<file path="src/rtl/dac_pkg.sv">
// Functional notes
// - The sample word is 12-bit plain unsigned binary, bit 11 the MSB.
// - An all-ones code steers full scale to the primary output.
// - The word is taken at each rising sample clock edge while the two-entry buffer has room, then shown.
// - The block runs at any sample clock rate up to a quarter of the system clock rate, well under the top rate.
// - Any duty cycle is taken if each phase meets the least pulse width.
// - Sleep held high powers down and switches the output current off.
// - Sleep left open reads low, so the block stays converting.
// - Power-down ends within 50 ns; power-up takes about 5 us.
// - Primary is code/4096 of full scale, complementary (4095-code)/4096.
package dac_pkg;
  localparam int unsigned SAMPLE_WIDTH = 12;
  localparam logic [11:0] FULL_CODE = 12'hfff;
  localparam int unsigned MAX_RATE_MSPS = 165;
  localparam int unsigned CLK_PERIOD_NS = 10;
  localparam int unsigned PWRDN_MAX_NS = 50;
  localparam int unsigned PWRUP_NS = 5000;
  localparam int unsigned PWRDN_CYCLES = PWRDN_MAX_NS / CLK_PERIOD_NS;
  localparam int unsigned PWRUP_CYCLES =
    (PWRUP_NS + CLK_PERIOD_NS - 1) / CLK_PERIOD_NS;
  localparam int unsigned SYNC_STAGES = 3;
  localparam int unsigned BUF_DEPTH = 2;
  typedef enum logic [2:0] {
    PWR_ACTIVE = 3'b001,
    PWR_SLEEP = 3'b010,
    PWR_WAKE = 3'b100
  } pwr_state_e;
endpackage : dac_pkg

</file>
<file path="src/rtl/sample_stream_if.sv">
`timescale 1ns/100ps
interface sample_stream_if #(parameter int unsigned WIDTH = 12);
  logic [WIDTH-1:0] data;
  logic valid;
  logic ready;
  modport src (output data, output valid, input ready);
  modport snk (input data, input valid, output ready);
endinterface : sample_stream_if

</file>
<file path="src/rtl/sample_buffer.sv">
`timescale 1ns/100ps
module sample_buffer #(
  parameter int unsigned WIDTH = 12
) (
  // Clock and reset
  input wire logic sys_clk,
  input wire logic rst,
  // Streams
  sample_stream_if.snk fill,
  sample_stream_if.src drain
);
  logic [WIDTH-1:0] mem_q [2];
  logic wrPtr_q;
  logic rdPtr_q;
  logic [1:0] count_q;
  logic doWrite;
  logic doRead;

  assign fill.ready = (count_q != 2'h2);
  assign drain.valid = (count_q != 2'h0);
  assign drain.data = mem_q[rdPtr_q];
  assign doWrite = fill.valid && fill.ready;
  assign doRead = drain.valid && drain.ready;

  always_ff @(posedge sys_clk or posedge rst) begin
    if (rst) begin
      mem_q[0] <= '0;
      mem_q[1] <= '0;
      wrPtr_q <= 1'b0;
    end else if (doWrite) begin
      mem_q[wrPtr_q] <= fill.data;
      wrPtr_q <= ~wrPtr_q;
    end
  end

  always_ff @(posedge sys_clk or posedge rst) begin
    if (rst) begin
      rdPtr_q <= 1'b0;
    end else if (doRead) begin
      rdPtr_q <= ~rdPtr_q;
    end
  end

  always_ff @(posedge sys_clk or posedge rst) begin
    if (rst) begin
      count_q <= 2'h0;
    end else if (doWrite && !doRead) begin
      count_q <= count_q + 2'h1;
    end else if (doRead && !doWrite) begin
      count_q <= count_q - 2'h1;
    end
  end
endmodule : sample_buffer

</file>
<file path="src/rtl/dac_sample_latch_sleep.sv">
`timescale 1ns/100ps
module dac_sample_latch_sleep #(
  parameter int unsigned WIDTH = dac_pkg::SAMPLE_WIDTH
) (
  // Clock and reset
  input wire logic sys_clk,
  input wire logic rst,
  // Source pins
  input wire logic sampleClk,
  input wire logic [WIDTH-1:0] sampleWord,
  input wire logic sleepPin,
  // Converter core side
  input wire logic codeAccept,
  output logic [WIDTH-1:0] primaryCode_q,
  output logic [WIDTH-1:0] complementaryCode_q,
  output logic outputEnabled_q,
  output logic powerDown_q,
  output logic sampleDropped_q
);
  if (WIDTH != dac_pkg::SAMPLE_WIDTH) begin : gen_width_check
    $error("only a 12-bit sample word is served");
  end

  // ------------------------------------------------------------
  // Pin synchronisers
  // ------------------------------------------------------------
  logic [2:0] clkSync_q;
  logic [2:0] sleepSync_q;
  logic [WIDTH-1:0] dataSync_q [3];
  logic clkLevel_q;
  logic captureEdge;
  logic sleepHigh;
  logic sleepLow;

  always_ff @(posedge sys_clk or posedge rst) begin
    if (rst) begin
      clkSync_q <= 3'h0;
      sleepSync_q <= 3'h0;
    end else begin
      clkSync_q <= {clkSync_q[1:0], sampleClk};
      sleepSync_q <= {sleepSync_q[1:0], sleepPin};
    end
  end

  // Data pipe keeps step with the clock synchroniser
  always_ff @(posedge sys_clk or posedge rst) begin
    if (rst) begin
      for (int i = 0; i < 3; i++) begin
        dataSync_q[i] <= '0;
      end
    end else begin
      dataSync_q[0] <= sampleWord;
      dataSync_q[1] <= dataSync_q[0];
      dataSync_q[2] <= dataSync_q[1];
    end
  end

  // Filtered clock level; a change counts once stages agree
  always_ff @(posedge sys_clk or posedge rst) begin
    if (rst) begin
      clkLevel_q <= 1'b0;
    end else if (clkSync_q[1] == clkSync_q[2]) begin
      clkLevel_q <= clkSync_q[2];
    end
  end

  assign captureEdge = (clkSync_q[1] == clkSync_q[2]) && clkSync_q[2]
    && !clkLevel_q;
  assign sleepHigh = sleepSync_q[1] && sleepSync_q[2];
  assign sleepLow = !sleepSync_q[1] && !sleepSync_q[2];

  // ------------------------------------------------------------
  // Master stage into the two-entry buffer
  // ------------------------------------------------------------
  sample_stream_if #(.WIDTH(WIDTH)) fillIf ();
  sample_stream_if #(.WIDTH(WIDTH)) drainIf ();

  assign fillIf.valid = captureEdge;
  assign fillIf.data = dataSync_q[2];

  sample_buffer #(.WIDTH(WIDTH)) u_buffer (
    .sys_clk(sys_clk),
    .rst(rst),
    .fill(fillIf),
    .drain(drainIf)
  );

  always_ff @(posedge sys_clk or posedge rst) begin
    if (rst) begin
      sampleDropped_q <= 1'b0;
    end else begin
      sampleDropped_q <= captureEdge && !fillIf.ready;
    end
  end

  // ------------------------------------------------------------
  // Slave stage
  // ------------------------------------------------------------
  logic [WIDTH-1:0] lastCode_q;

  assign drainIf.ready = codeAccept;

  always_ff @(posedge sys_clk or posedge rst) begin
    if (rst) begin
      lastCode_q <= '0;
    end else if (drainIf.valid && drainIf.ready) begin
      lastCode_q <= drainIf.data;
    end
  end

  // ------------------------------------------------------------
  // Sleep control
  // ------------------------------------------------------------
  localparam int unsigned CNT_W = $clog2(dac_pkg::PWRUP_CYCLES + 1);
  localparam logic [CNT_W-1:0] WAKE_LAST =
    CNT_W'(dac_pkg::PWRUP_CYCLES - 1);

  dac_pkg::pwr_state_e state_q;
  dac_pkg::pwr_state_e state_d;
  logic [CNT_W-1:0] wakeCnt_q;

  always_comb begin
    state_d = state_q;
    case (state_q)
      dac_pkg::PWR_ACTIVE: begin
        if (sleepHigh) begin
          state_d = dac_pkg::PWR_SLEEP;
        end
      end
      dac_pkg::PWR_SLEEP: begin
        if (sleepLow) begin
          state_d = dac_pkg::PWR_WAKE;
        end
      end
      dac_pkg::PWR_WAKE: begin
        if (sleepHigh) begin
          state_d = dac_pkg::PWR_SLEEP;
        end else if (wakeCnt_q == WAKE_LAST) begin
          state_d = dac_pkg::PWR_ACTIVE;
        end
      end
      default: begin
        state_d = dac_pkg::PWR_SLEEP;
      end
    endcase
  end

  always_ff @(posedge sys_clk or posedge rst) begin
    if (rst) begin
      state_q <= dac_pkg::PWR_ACTIVE;
    end else begin
      state_q <= state_d;
    end
  end

  always_ff @(posedge sys_clk or posedge rst) begin
    if (rst) begin
      wakeCnt_q <= '0;
    end else if (state_q == dac_pkg::PWR_WAKE) begin
      wakeCnt_q <= wakeCnt_q + CNT_W'(1);
    end else begin
      wakeCnt_q <= '0;
    end
  end

  // ------------------------------------------------------------
  // Output codes
  // ------------------------------------------------------------
  always_ff @(posedge sys_clk or posedge rst) begin
    if (rst) begin
      primaryCode_q <= '0;
      complementaryCode_q <= '0;
      outputEnabled_q <= 1'b0;
      powerDown_q <= 1'b0;
    end else if (state_d == dac_pkg::PWR_ACTIVE) begin
      primaryCode_q <= lastCode_q;
      complementaryCode_q <= dac_pkg::FULL_CODE - lastCode_q;
      outputEnabled_q <= 1'b1;
      powerDown_q <= 1'b0;
    end else begin
      primaryCode_q <= '0;
      complementaryCode_q <= '0;
      outputEnabled_q <= 1'b0;
      powerDown_q <= (state_d == dac_pkg::PWR_SLEEP);
    end
  end
endmodule : dac_sample_latch_sleep

</file>
<file path="config.mk">
export PLATFORM = sky130hd
export DESIGN_NAME = dac_sample_latch_sleep
export DESIGN_NICKNAME = d
export VERILOG_FILES = /design/src/rtl/dac_pkg.sv /design/src/rtl/sample_stream_if.sv /design/src/rtl/sample_buffer.sv /design/src/rtl/dac_sample_latch_sleep.sv
export SDC_FILE = /design/constraint.sdc
export NUM_CORES = 1
export LEC_CHECK = 0
export ABC_CLOCK_PERIOD_IN_PS = 9150
export BUFFER_PORTS_ARGS = -buffer_cell sky130_fd_sc_hd__buf_2
export CAP_MARGIN = 20
export CORE_MARGIN = 2
export CORE_UTILIZATION = 40
export CTS_CLUSTER_SIZE = 28
export DETAILED_ROUTE_END_ITERATION = 6
export GPL_TIMING_DRIVEN = 0
export PLACE_DENSITY = 0.67
export SYNTH_ARGS = -nofsm -noshare
export SYNTH_HDL_FRONTEND = slang
export SYNTH_SLANG_ARGS = --single-unit
</file>
<file path="constraint.sdc">
create_clock -name sys_clk -period 9.15 [get_ports sys_clk]
set_input_delay 1.83 -clock sys_clk [delete_from_list [all_inputs] [get_ports sys_clk]]
set_output_delay 1.83 -clock sys_clk [all_outputs]
set_load 0.005 [all_outputs]
</file>
==> summary.txt <==
Placement
  – Pre-CTS WS: 5.82 ns
  – Post-DP Area: 4600 sq um
  – Post-Place Cells: 458
  – Dpl hpwl: 3.95 mm
  – Placer Congestion: ~0.74
  – PortBufs: 43

Synthesis
  – Syn Inst Count: between 200 and 300
  – Avg Inst Size Synth: between 15 and 20 sq um
  – Post-synth EDFFs: 0
  – Post-synthesis register bit count: 122
  – Area contributors post-synth: dfrtp_1 (72%), mux2_2 (4.0%), mux2_4 (3.6%), mux2i_1 (2.9%), a21oi_1 (2.3%)
  – Asr flop ratio synth: 100%
  – Synth warnings: 0
  – Commonest cells post-synth: dfrtp_1 (121), a21oi_1 (19), nand2_1 (17), o21ai_0 (16), mux2_2 (15)
  – Synth area leader: dfrtp_1
  – Ys flop type: dfrtp_1
  – Count leader, synth: dfrtp_1
  – Seq/Total Area, Yosys: 73.0%
  – Cell variety after synth: 33
  – Syn_nets: 298
  – Yosys top cell area share: 72.3%
  – Synthesized cell area: between 4000 and 5000 sq um

Setup path
  – Critical-path top delay cell: clkbuf_1
  – Crit start category: input port
  – CP max FO: 10
  – Worst Path Required: about 9.6 ns
  – Cell Chain, Critical Path: buf_2 -> o21ai_1 -> clkbuf_1 -> ha_1 -> nor2_1 -> xor2_1
  – Worst Setup SP: codeAccept
  – Reg2Reg Launch Point: u_buffer.count_q[0]$_DFFE_PP0P_
  – Worst Path Class, Setup: in -> reg
  – Delay-heaviest family, CP: buffers and inverters
  – Bufs and invs on worst path: 2
  – CP arrival: approximately 3.3 ns
  – Element type at the critical path end: flip-flop
  – Slowest stage delay, CP: between 0.4 and 0.5 ns

Timing
  – Final setup TNS: 0 ns
  – Fin. Hold Viols: 0
  – Final worst slack: 6.32 ns
  – Final min period: around 2.8 ns
  – Max Clock Freq: 353 MHz
  – Worst clock skew: between 0.01 and 0.015 ns
  – Tcrit/Tclk final: between 30% and 40%
  – Final setup vio count: 0
  – Worst-Margin Slew: 0.503 ns
  – Final Slew Violations: 0
  – Relative slew slack: 66.3%
  – RSZ-0062 raised after global routing: false

Global route
  – Vias in the first global route: 2,184
  – Initial antenna violation count: 0
  – Congestion Overflow GR: 0
  – GR Layer Usage met1: 16.3%
  – First-pass GRT wire length: 10.6 mm
  – GRT met2 Usage: 17.6%
  – Met3 Use GR: between 4 and 5%
  – Gr busiest metal: met2
  – Tot GR Track Use: between 10% and 20%
  – Largest net degree at the start of global routing: 70

Routing
  – Routed len/inst: 12.6 um
  – First-iteration detailed-routing DRC count: 49
  – DRC Markers: 0
  – DR pass1 iterations: 4
  – Routed wire length: 6.18 mm
  – Antenna Nets Post-Route: 0
  – Vias/cell: 4.51
  – Via Count: around 2,200

Clock network
  – Latest clock arrival within the worst-skew pair: 0.50 ns
  – CTS Sinks: 122
  – Post-CTS sizing: 0
  – CTS Buf Count: 17
  – Clock slew seen by the registers of the worst setup and hold paths: ~0.060 ns
  – Hold_buf cts: 0
  – Root Driver: clkbuf_8
  – H-tree depth: 4
  – CTS tree: yes
  – CTS Buffer Depth: 2
  – Setup bufs post-CTS: 0

Floorplanning
  – Die span in y: 106 um
  – Core box area: 10,200 sq um
  – Number of top-level pins: 44
  – Die width: 106 um
  – Initial Util: about two fifths
  – Row cnt: 37
  – DIE AREA: 11,300 sq um

Final layout
  – Area growth syn-to-layout: 24.1%
  – Number of diodes: 0
  – Final Cell Area: 5200 sq um
  – Fill cell total of the finished layout: 867
  – Final cell count without fillers: 490
  – Nets: 361
  – Layout cells sized above 1: 30.5%

Job
  – Max Cap Violations: 0

Power and ir drop
  – P_leak: 2.49 nW
  – Pwr Density: between 300 and 400 nW/um^2
  – Maximum VDD drop: 0.122 mV

Run status
  – Status: finished clean

Hold path
  – Hold Crit Start: dataSync_q[21]$_DFF_PP0_
  – Min-Delay Path Class: reg -> reg
-- per-stage QoR --
stage	utilization, %	power [mW]	hold slack, ns
after detailed placement	45.0	0.917	0.335
after CTS	50.8	1.58	0.347
after floorplan	-	0.863	0.331
after global placement	44.7	0.904	0.335
after global routing	50.8	1.64	0.351
final	50.8	1.56	0.344
-- worst register-to-register path, delay by kind of cell, from the launching register on --
family	cells	cell delay, ns
AOI/OAI and AO/OA	1	0.45
xor gates and xnor gates	1	0.16
adders and majority gates	1	0.34
buffers and inverters	1	0.42
DFF	1	0.43
and+or+nand+nor	1	0.14
-- report_power, final --
part	total, mW	switching, mW	internal (mW)	leakage (nW)
clock network	0.651	0.223	0.428	0.280
registers	0.698	0.0588	0.639	1.52
logic	0.211	0.0915	0.119	0.689
total	1.56	0.374	1.19	2.49
-- cell type report --
class                   count  area [sq um]  area share [%]
multi-input cells         144          1070            20.6
plain buffers              10          52.6            1.01
repair buffers             44           243            4.67
inverters                   2          12.5           0.241
clock inverters            11           144            2.77
well taps                 136           170            3.27
flip-flops and latches    122          3050            58.8
clock buffers              21           449            8.64
-- logic make-up after synthesis --
group,count (synthesis),share of synthesized area [%]
DFF,122,73.0
AOI/OAI and AO/OA,49,6.66
and+or+nand+nor,46,5.68
muxes,37,10.5
buffers and inverters,12,1.43
xor gates and xnor gates,9,1.88
adders and majority gates,3,0.897
-- worst paths after layout --
path,slack (ns),cells after the start,endpoint
hold / removal,0.34,0,fillIf.data[9]$_DFF_PP0_
setup / recovery,6.32,6,u_buffer.count_q[1]$_DFFE_PP0P_
hold reg to reg,0.34,0,fillIf.data[9]$_DFF_PP0_
min in group asynchronous,1.38,2,dataSync_q[27]$_DFF_PP0_
max in group asynchronous,7.10,3,fillIf.data[8]$_DFF_PP0_
setup reg to reg,7.13,5,u_buffer.count_q[1]$_DFFE_PP0P_
-- routing by layer --
layer / vias to the layer above / part of all wire [%]
met5: - / 0
met4: 0 / 1.3
met3: 4 / 4.2
met2: 53 / 45
met1: 1062 / 50
li1: 1091 / -
-- sequential cells by signal (all words and copies together) (netlist names), 2 cells and up --
register,count
clkSync_q,3
complementaryCode_q,12
dataSync_q,24
fillIf.data,12
lastCode_q,12
primaryCode_q,12
sleepSync_q,3
state_q,3
u_buffer.count_q,2
u_buffer.mem_q,24
wakeCnt_q,9
-- cell usage in the layout (no fill, tap or decap), types with 2 or more instances in the layout --
master,instances
dfrtp_1,121
buf_2,46
a21oi_1,19
nand2_1,17
o21ai_0,16
clkbuf_16,16
mux2_2,15
mux2i_1,12
a21boi_0,12
mux2_4,10
clkbuf_1,7
nor2_1,7
xor2_1,5
xnor2_1,4
or3_1,4
clkinvlp_4,4
nand2b_1,3
nand3_1,3
ha_1,3
clkbuf_8,3
clkinv_2,3
bufinv_16,3
nand4_1,2
nor3b_1,2
inv_6,2
No activity file was read; power rests on OpenSTA's default activity.
